===== src/pkg/pcint_pkg.sv =====
// Package for the pin change interrupt unit: port layout, reset values and carriers.
package pcint_pkg;

  // ==========================================================================
  // Port layout
  // ==========================================================================
  localparam int unsigned PORT_W  = 8;
  localparam int unsigned N_PORTS = 3;
  localparam int unsigned PORT_A  = 0;
  localparam int unsigned PORT_B  = 1;
  localparam int unsigned PORT_C  = 2;

  // Implemented pins per port (first port has six pins, second only the upper four).
  localparam logic [PORT_W-1:0] PORT_A_PINS = 8'h3f;
  localparam logic [PORT_W-1:0] PORT_B_PINS = 8'hf0;
  localparam logic [PORT_W-1:0] PORT_C_PINS = 8'hff;

  // Bit position of the master clear pin within the first port.
  localparam int unsigned CLEAR_PIN_BIT = 3;

  // ==========================================================================
  // Reset values
  // ==========================================================================
  localparam logic [PORT_W-1:0] ENABLE_RST = 8'h00;
  localparam logic [PORT_W-1:0] FLAG_RST   = 8'h00;
  localparam logic [1:0]        SYNC_RST   = 2'h0;

  // ==========================================================================
  // Carriers
  // ==========================================================================
  typedef logic [PORT_W-1:0] pcint_byte_t;

  // Per-port edge enables.
  typedef struct packed {
    pcint_byte_t rise;
    pcint_byte_t fall;
  } pcint_edge_en_t;

  // Software write to one port's flag register.
  typedef struct packed {
    logic        valid;
    logic [1:0]  port;
    pcint_byte_t data;
  } pcint_flag_wr_t;

  // Package variant selecting which ports offer change detection.
  typedef enum logic [1:0] {
    PCINT_PKG_SMALL = 2'h1,
    PCINT_PKG_LARGE = 2'h2
  } pcint_variant_t;

endpackage : pcint_pkg


===== src/verilog/pcint_top.sv =====
// Pin change interrupt unit: per-pin edge detection, sticky flags and summary request.
//
// How it works
// - Any combination of available pins may raise change interrupts.
// - Small variants watch ports A, C only.
// - Master clear pin loses detection when configured.
// - Interrupt request needs the master enable.
// - Detection and flags run without master enable.
// - Rising detector per pin, gated by enable.
// - Falling detector per pin, gated by enable.
// - Both enables give detection of both edges.
// - Enabled edge sets that pin's flag.
// - Summary request is OR of all flags.
// - Summary request bit is read-only.
// - Writing zero to a flag clears it.
// - Edge during flag write leaves flag set.
// - Change event wakes from sleep when enabled.
// - Sleep edges are recorded before wake completes.
module pcint_top
  import pcint_pkg::*;
(
  input  wire logic                      clk,
  input  wire logic                      nrst,
  input  wire pcint_variant_t            variant,
  input  wire logic                      reset_pin_enable,
  input  wire logic                      low_voltage_program,
  input  wire logic [N_PORTS*PORT_W-1:0] pin_in,
  input  wire pcint_edge_en_t [N_PORTS-1:0] edge_en,
  input  wire logic                      change_irq_enable,
  input  wire logic                      sleeping,
  input  wire pcint_flag_wr_t            flag_wr,
  output logic [N_PORTS*PORT_W-1:0]      edge_seen_flag,
  output logic                           change_irq_summary,
  output logic                           change_irq,
  output logic                           wake_request
);

  // ==========================================================================
  // Reset release
  // ==========================================================================
  logic [1:0] rst_sync_q;
  logic       rst_n;

  always_ff @(posedge clk or negedge nrst) begin
    if (!nrst) begin
      rst_sync_q <= SYNC_RST;
    end else begin
      rst_sync_q <= {rst_sync_q[0], 1'b1};
    end
  end

  assign rst_n = rst_sync_q[1];

  // ==========================================================================
  // Pin availability
  // ==========================================================================
  logic                       clear_pin_lost;
  logic                       port_b_on;
  logic [N_PORTS*PORT_W-1:0]  avail;
  logic [PORT_W-1:0]          clear_pin_mask;

  assign clear_pin_lost = reset_pin_enable | low_voltage_program;
  assign port_b_on      = (variant == PCINT_PKG_LARGE);
  assign clear_pin_mask = clear_pin_lost ? ~(PORT_W'(1) << CLEAR_PIN_BIT) : '1;
  assign avail[PORT_A*PORT_W +: PORT_W] = PORT_A_PINS & clear_pin_mask;
  assign avail[PORT_B*PORT_W +: PORT_W] = port_b_on ? PORT_B_PINS : '0;
  assign avail[PORT_C*PORT_W +: PORT_W] = PORT_C_PINS;

  // ==========================================================================
  // Pin synchronisers and edge detection
  // ==========================================================================
  logic [N_PORTS*PORT_W-1:0] meta_q;
  logic [N_PORTS*PORT_W-1:0] sync_q;
  logic [N_PORTS*PORT_W-1:0] prev_q;
  logic [N_PORTS*PORT_W-1:0] flag_q;
  logic [N_PORTS*PORT_W-1:0] flag_d;
  logic [N_PORTS*PORT_W-1:0] hit;

  // Two flops for the asynchronous pin, a third to hold the previous sample.
  always_ff @(posedge clk or negedge rst_n) begin
    if (!rst_n) begin
      meta_q <= '0;
      sync_q <= '0;
      prev_q <= '0;
    end else begin
      meta_q <= pin_in;
      sync_q <= meta_q;
      prev_q <= sync_q;
    end
  end

  // Edges are ignored until the previous-sample flop holds a real pin sample.
  // A pin that is already high when reset lifts is thus not taken for a rising edge.
  logic [2:0] prime_q;
  logic       primed;

  always_ff @(posedge clk or negedge rst_n) begin
    if (!rst_n) begin
      prime_q <= '0;
    end else begin
      prime_q <= {prime_q[1:0], 1'b1};
    end
  end

  assign primed = prime_q[2];

  genvar gp;
  generate
    for (gp = 0; gp < N_PORTS; gp++) begin : g_port
      pcint_byte_t rise_hit;
      pcint_byte_t fall_hit;
      pcint_byte_t cur;
      pcint_byte_t old;
      pcint_byte_t wr_keep;
      logic        wr_here;

      assign cur      = sync_q[gp*PORT_W +: PORT_W];
      assign old      = prev_q[gp*PORT_W +: PORT_W];
      assign rise_hit = cur & ~old & edge_en[gp].rise;
      assign fall_hit = ~cur & old & edge_en[gp].fall;
      assign hit[gp*PORT_W +: PORT_W] =
        (rise_hit | fall_hit) & avail[gp*PORT_W +: PORT_W] & {PORT_W{primed}};
      assign wr_here  = flag_wr.valid && (flag_wr.port == 2'(gp));
      // A write keeps only the bits written as one; zeros clear.
      assign wr_keep  = wr_here ? flag_wr.data : '1;
      // Set wins over clear, and detection never stops for sleep.
      assign flag_d[gp*PORT_W +: PORT_W] =
        (flag_q[gp*PORT_W +: PORT_W] & wr_keep) | hit[gp*PORT_W +: PORT_W];
    end
  endgenerate

  always_ff @(posedge clk or negedge rst_n) begin
    if (!rst_n) begin
      flag_q <= {N_PORTS{FLAG_RST}};
    end else begin
      flag_q <= flag_d & avail;
    end
  end

  // ==========================================================================
  // Summary, interrupt and wake
  // ==========================================================================
  assign edge_seen_flag     = flag_q;
  assign change_irq_summary = |flag_q;
  assign change_irq         = change_irq_summary & change_irq_enable;
  assign wake_request       = sleeping & change_irq;

  // ==========================================================================
  // Assertions
  // ==========================================================================
  property p_summary_or;
    @(posedge clk) disable iff (!rst_n)
      $rose(change_irq_summary) |-> $past(hit) != '0;
  endproperty
  a_summary_or: assert property (p_summary_or)
    else $error("Summary request rose without a detected edge.");

  property p_irq_gated;
    @(posedge clk) disable iff (!rst_n)
      !change_irq_enable |-> !change_irq;
  endproperty
  a_irq_gated: assert property (p_irq_gated)
    else $error("Interrupt raised with master enable clear.");

  property p_flag_without_enable;
    @(posedge clk) disable iff (!rst_n)
      (!change_irq_enable && |hit) |=> change_irq_summary;
  endproperty
  a_flag_without_enable: assert property (p_flag_without_enable)
    else $error("Flag not set while master enable clear.");

  property p_rise_sets;
    @(posedge clk) disable iff (!rst_n)
      (primed && sync_q[0] && !prev_q[0] && edge_en[0].rise[0] && avail[0])
        |=> edge_seen_flag[0];
  endproperty
  a_rise_sets: assert property (p_rise_sets)
    else $error("Enabled rising edge did not set flag.");

  property p_fall_sets;
    @(posedge clk) disable iff (!rst_n)
      (primed && !sync_q[17] && prev_q[17] && edge_en[2].fall[1]) |=> edge_seen_flag[17];
  endproperty
  a_fall_sets: assert property (p_fall_sets)
    else $error("Enabled falling edge did not set flag.");

  property p_no_spurious;
    @(posedge clk) disable iff (!rst_n)
      (!edge_seen_flag[16] && !hit[16]) |=> !edge_seen_flag[16];
  endproperty
  a_no_spurious: assert property (p_no_spurious)
    else $error("Flag set without enabled edge.");

  property p_clear_zero;
    @(posedge clk) disable iff (!rst_n)
      (flag_wr.valid && flag_wr.port == 2'(PORT_C) && !flag_wr.data[0] && !hit[16])
        |=> !edge_seen_flag[16];
  endproperty
  a_clear_zero: assert property (p_clear_zero)
    else $error("Writing zero did not clear flag.");

  property p_set_wins;
    @(posedge clk) disable iff (!rst_n)
      (flag_wr.valid && hit != '0) |=> (edge_seen_flag & $past(hit)) == $past(hit);
  endproperty
  a_set_wins: assert property (p_set_wins)
    else $error("Edge during flag write was lost.");

  property p_clear_pin_off;
    @(posedge clk) disable iff (!rst_n)
      $stable(clear_pin_lost) && clear_pin_lost && !edge_seen_flag[CLEAR_PIN_BIT]
        |=> !edge_seen_flag[CLEAR_PIN_BIT];
  endproperty
  a_clear_pin_off: assert property (p_clear_pin_off)
    else $error("Master clear pin raised a change flag.");

  property p_small_no_b;
    @(posedge clk) disable iff (!rst_n)
      variant != PCINT_PKG_LARGE |=> edge_seen_flag[PORT_B*PORT_W +: PORT_W] == '0;
  endproperty
  a_small_no_b: assert property (p_small_no_b)
    else $error("Second port flag set on small variant.");

  property p_wake;
    @(posedge clk) disable iff (!rst_n)
      (sleeping && change_irq_enable && change_irq_summary) |-> wake_request;
  endproperty
  a_wake: assert property (p_wake)
    else $error("No wake on enabled change during sleep.");

  property p_pin_to_flag;
    @(posedge clk) disable iff (!rst_n)
      (primed && $rose(pin_in[21]) && edge_en[2].rise[5] ##1 edge_en[2].rise[5] [*3])
        |-> edge_seen_flag[21] || $past(flag_wr.valid);
  endproperty
  a_pin_to_flag: assert property (p_pin_to_flag)
    else $error("Pin edge not flagged three cycles later.");

  property p_flags_quiet;
    @(posedge clk) disable iff (!rst_n)
      !primed |-> edge_seen_flag == '0;
  endproperty
  a_flags_quiet: assert property (p_flags_quiet)
    else $error("Flag set before the pin samples were primed.");

  property p_rise_off;
    @(posedge clk) disable iff (!rst_n)
      (sync_q[17] && !prev_q[17] && !edge_en[2].rise[1] && !edge_seen_flag[17])
        |=> !edge_seen_flag[17];
  endproperty
  a_rise_off: assert property (p_rise_off)
    else $error("Rising edge flagged with its enable clear.");

  property p_fall_off;
    @(posedge clk) disable iff (!rst_n)
      (!sync_q[21] && prev_q[21] && !edge_en[2].fall[5] && !edge_seen_flag[21])
        |=> !edge_seen_flag[21];
  endproperty
  a_fall_off: assert property (p_fall_off)
    else $error("Falling edge flagged with its enable clear.");

  property p_both_edges;
    @(posedge clk) disable iff (!rst_n)
      (primed && sync_q[0] != prev_q[0] && edge_en[0].rise[0] && edge_en[0].fall[0] && avail[0])
        |=> edge_seen_flag[0];
  endproperty
  a_both_edges: assert property (p_both_edges)
    else $error("Edge missed with both enables set.");

  property p_summary_hold;
    @(posedge clk) disable iff (!rst_n)
      (change_irq_summary && !flag_wr.valid && $stable(avail)) |=> change_irq_summary;
  endproperty
  a_summary_hold: assert property (p_summary_hold)
    else $error("Summary request dropped without a flag write.");

  property p_other_port_keeps;
    @(posedge clk) disable iff (!rst_n)
      (flag_wr.valid && flag_wr.port != 2'(PORT_A) && edge_seen_flag[1]) |=> edge_seen_flag[1];
  endproperty
  a_other_port_keeps: assert property (p_other_port_keeps)
    else $error("Write to another port cleared a flag.");

  property p_bad_port;
    @(posedge clk) disable iff (!rst_n)
      (flag_wr.valid && flag_wr.port == 2'(N_PORTS) && hit == '0 && $stable(avail))
        |=> $stable(edge_seen_flag);
  endproperty
  a_bad_port: assert property (p_bad_port)
    else $error("Write to an absent port changed the flags.");

  property p_wake_only;
    @(posedge clk) disable iff (!rst_n)
      wake_request |-> sleeping && change_irq_enable && change_irq_summary;
  endproperty
  a_wake_only: assert property (p_wake_only)
    else $error("Wake raised without an enabled change.");

  property p_sleep_record;
    @(posedge clk) disable iff (!rst_n)
      (sleeping && hit[16]) |=> edge_seen_flag[16];
  endproperty
  a_sleep_record: assert property (p_sleep_record)
    else $error("Edge during sleep was not recorded.");

  c_rise: cover property (@(posedge clk) disable iff (!rst_n) $rose(change_irq_summary));
  c_wake: cover property (@(posedge clk) disable iff (!rst_n) $rose(wake_request));
  c_set_wins: cover property (@(posedge clk) disable iff (!rst_n) flag_wr.valid && |hit);
  c_clear: cover property (@(posedge clk) disable iff (!rst_n) $fell(change_irq_summary));
  c_sleep_edge: cover property (@(posedge clk) disable iff (!rst_n) sleeping && hit != '0);

endmodule // pcint_top


===== config.mk =====
export PLATFORM = sky130hd
export DESIGN_NAME = pcint_top
export DESIGN_NICKNAME = d
export VERILOG_FILES = /design/src/pkg/pcint_pkg.sv /design/src/verilog/pcint_top.sv
export SDC_FILE = /design/constraint.sdc
export NUM_CORES = 1
export LEC_CHECK = 0
export BUFFER_PORTS_ARGS = -buffer_cell sky130_fd_sc_hd__buf_2
export CAP_MARGIN = 30
export CORE_MARGIN = 8
export CORE_UTILIZATION = 35
export DETAILED_ROUTE_END_ITERATION = 6
export MAX_ROUTING_LAYER = met4
export PLACE_DENSITY_LB_ADDON = 0.08
export SYNTH_ARGS = -nofsm -noshare
export SYNTH_HDL_FRONTEND = slang
export SYNTH_SLANG_ARGS = --single-unit

===== constraint.sdc =====
create_clock -name clk -period 3.2 [get_ports clk]
set_input_delay 0.64 -clock clk [delete_from_list [all_inputs] [get_ports clk]]
set_output_delay 0.64 -clock clk [all_outputs]
set_load 0.02 [all_outputs]

# == Word-level counts from Yosys, hierarchy flattened ==
# Cells that the tools add are included.
# totals
register_bits,101
in_bits,91
output_inout_bits,27
wordCells,55
# classes
n_eq_ne,3
mux,5
bitwise,36
reduce_logical,5
# op_table
operator,count
bitwise AND 8 bit,19
inverter 8 bit,6
OR 8 bit,6
two-way mux 8 bit,4
bitwise AND 24 bit,1
OR reduction 24 bit,1
bitwise AND 8 x 6 -> 8 bit,1
== test 2 bit (second input constant),2
two-way mux 4 bit,1
logical AND 1 bit,3
bitwise AND 1 bit,2
== test 2 x 1 -> 1 bit (second input constant),1
zero test 2 bit,1
OR 1 bit,1

# == Logic depth before layout (Yosys ltp) ==
# depth
word_depth,8
mapped_depth,4
mapped_depth_nobuf,3

# == Worst setup path before layout ==
# No wires, ideal clock.
# synth_timing
path_kind,register to output
from,register flag_q[22] (netlist: edge_seen_flag[22])
to,output port wake_request
t_arrival_ps,1448
required_time_ps,2560
path_slack_ps,1112
path_stages_with_launch,4
path_buffers,0
path_cell_list,dfrtp_1 or4_4 nor4_4 a21oi_1
# synth_via
elab_chain_cells,3
# synth_lines
item,line,source
start: declaration,pcint_top.sv:75,logic [N_PORTS*PORT_W-1:0] flag_q;
start signal: assignment,pcint_top.sv:134,flag_q <= {N_PORTS{FLAG_RST}};
start signal: assignment,pcint_top.sv:136,flag_q <= flag_d & avail;
OR reduction 24 bit,pcint_top.sv:144,assign change_irq_summary = |flag_q;
bitwise AND 1 bit,pcint_top.sv:145,assign change_irq = change_irq_summary & change_irq_enable;
bitwise AND 1 bit,pcint_top.sv:146,assign wake_request = sleeping & change_irq;
end: declaration,pcint_top.sv:35,output logic wake_request
# No other way between the ends.

# == Worst setup path after layout ==
# Ends and elaborated chain as after synthesis.

==> impl_metrics.csv <==
group,metric,value,unit
sta,rsz0062_at_grt,"false",
logic_synthesis,synth_seq_cells,77,
global_routing,grt.busiest_layer,"met2",
placed_design,dp_hpwl,4631,µm
global_routing,grt_util_met1,14.97,%
route,drt-initial-drc-count,35,
cells_and_area,seq_area,1931,µm²
sta,fmax,0.3988,GHz
logic_synthesis,synth.most_common_cell,"dfrtp_1",
worst_setup_path,start_kind,"register",
logic_synthesis,synthFlopType,"dfrtp_1",
job,cap_viol_max_count,0,
sta,worst_pin_slew,0.5588,ns
clocking,post_cts_buffers,0,
logic_synthesis,synth_top_area_share,71.93,%
sta,fin_skew,0.007794,ns
worst_setup_path,crit_arrival,1.87,ns
global_routing,grtUsageMet3,4.284,%
logic_synthesis,ys_async_sr_fraction,100.0,%
global_routing,grt_pass1_vias,1940,
global_routing,use_met2,18.10,%
pwr,power.density,601.1,nW/µm²
floorplan,die_w,103.5,µm
cells_and_area,area_delta_synth_final,30.22,%
worst_setup_path,r2r.worst_path.cells,2,
placed_design,place.gp.congestion,0.6940,
logic_synthesis,synth_commonest_cells,"dfrtp_1, o21ai_0, and3b_1, nand2_1, nand3b_1",
floorplan,io_pins,118,
global_routing,antenna_found_initial,0,
pwr,ir_drop,260.3,µV
global_routing,grt_start_max_net_pins,76,
floorplan,die_area,10710,µm²
worst_setup_path,cp.required,2.56,ns
clocking,cts_buffer_depth,2,
floorplan,rows,32,
pwr,p_sw_share,24.82,%
pwr,clkPwrFrac,37.4,%
sta,relSlewSlack,62.75,%
cells_and_area,multi_input_area,718.2,µm²
cells_and_area,layout-drive-gt1-share,37.67,%
cells_and_area,finalNonFillerCells,402,
clocking,cts_tree,"built",
route,viasPerCell,4.478,
worst_setup_path,r2r_start,"prime_q[2]",
logic_synthesis,synth_top_area_cell,"dfrtp_1",
sta,setup_violations,0,
sta,hold_violations,0,
logic_synthesis,avgSynthCellArea,13.95,µm²
sta,fin_crit_sh,78.37,%
route,routedWlPerCell,15.34,µm
route,drt_wl_total,6168,µm
cells_and_area,diodes,0,
global_routing,overflow,0,
logic_synthesis,yosysSeqAreaShare,71.93,%
worst_setup_path,reg2reg_to,"edge_seen_flag[3]",
route,drc_errors,0,
logic_synthesis,netlist_area,2679,µm²
sta,whs,0.06297,ns
placed_design,dp.cells,385,
pwr,power,2097,µW
worst_setup_path,critPathKind,"register to output port",
global_routing,grt_pass1_wl,9280,µm
floorplan,start_util,35.40,%
clocking,postCtsHoldBufs,0,
route,vias,1800,
worst_setup_path,r2r_slack,1.94,ns
clocking,cts.sinks,77,
hold_path,hold_path_class,"primary input to async pin",
worst_setup_path,end_kind,"output port",
pwr,cellLeakagePower,0.001740,µW
placed_design,port_buffers,93,
floorplan,fp.dieH,103.5,µm
clocking,root_buffer,"clkbuf_8",
logic_synthesis,ys_types,20,
run_status,status,"finished clean",
clocking,cts_max_level,3,
sta,maxSlewViolCount,0,
logic_synthesis,synth_cells,192,
sta,min_period,2.508,ns
clocking,clock_latency,0.35,ns
worst_setup_path,crit_fanout,3,
sta,finalSetupTns,0,ns
floorplan,coreArea,7567,µm²
logic_synthesis,synth_edf_count,0,
clocking,cts_made_buffers,9,
cells_and_area,final_nets,386,
pwr,p_comb_share,10.6,%
pwr,p_int,1576,µW
logic_synthesis,synth_warnings,0,
cells_and_area,fillers,745,
route,dr.pass1.iters,4,
pwr,power_frac_seq,52.0,%
logic_synthesis,synth_area_leaders,"dfrtp_1, and3b_1, o21ai_0",
clocking,path_clk_slew,0.08,ns
pwr,p_sw,520.4,µW
clocking,ctsResizeCount,0,
route,antenna_left,0,
global_routing,track_usage,12.29,%
## routing by layer
metal | vias up | part of all wire (%)
met1 | 854 | 43
met2 | 66 | 46
met4 | 0 | 1.5
met5 | - | 0
met3 | 9 | 8.8
li1 | 871 | -
## power groups by stage
stage	Clock (µW)	Combinational [µW]	Sequential, µW
floorplan	0	71.9	1150
global placement	0	204	1130
detailed placement	0	204	1130
CTS	814	205	1110
global route	849	246	1100
finish	784	223	1090
## placed cells by master, fill, tap and decap left out
master     count
nand2_1       15
a21boi_1       1
conb_1         8
or4_4          1
buf_16         1
bufinv_16      2
dfrtp_4        1
buf_2         93
and3b_1       26
nand2b_1       6
nor2_1         1
clkinv_4       2
inv_1          1
nor3b_2        1
clkinv_2       2
nor4_4         1
o41ai_1        1
dfrtp_1       76
clkbuf_1       1
o21ai_0       30
a21oi_1        5
nand3b_1       7
a211oi_1       1
clkbuf_8       9
a22o_1         5
or4_1          3
## area by class of cell
type / count / area share, %
clock buffer: 10 / 3.659
clock inverter: 6 / 2.511
inverter: 1 / 0.1076
multi-input combinational: 112 / 20.59
sequential: 77 / 55.34
tap: 102 / 3.659
timing repair buffer: 94 / 14.13
## metrics by stage
step	area, µm²	setup WS (ns)	util (%)
6_report	3488	0.6922	46.10
5_1_grt	3488	0.5763	46.10
4_1_cts	3461	0.6777	45.73
3_5_place_dp	3246	1.066	42.89
3_3_place_gp	3246	1.078	42.89
2_1_floorplan	2701	0.8968	-
## critical path, cell delays in order, from the launching register on
cell and delay (ns):
dfrtp_1 0.39, or4_4 0.55, nor4_4 0.30, a21oi_1 0.11, buf_2 0.17
## flip-flops by register name, summed over array words and instances, names as in the netlist
register / cells
prev_q: 18
sync_q: 18
rst_sync_q: 2
edge_seen_flag: 18
meta_q: 18
prime_q: 3
## worst max path at each step
stage | from | end | cells after the start
after floorplan | rst_sync_q[1] | edge_seen_flag[0] | 0
after global placement | edge_seen_flag[22] | wake_request | 4
after detailed placement | edge_seen_flag[22] | wake_request | 4
after CTS | edge_seen_flag[22] | wake_request | 4
after global routing | edge_seen_flag[22] | wake_request | 4
final | edge_seen_flag[22] | wake_request | 4
## cells by family after synthesis
| family | count (synthesis) | share of synthesized area, % |
|---|---|---|
| and+or+nand+nor | 61 | 16.63 |
| buffers and inverters | 9 | 2.102 |
| other | 2 | 0.2803 |
| DFF | 77 | 71.93 |
| AOI/OAI and AO/OA | 43 | 9.061 |
Power figures use the tool's default switching activity.
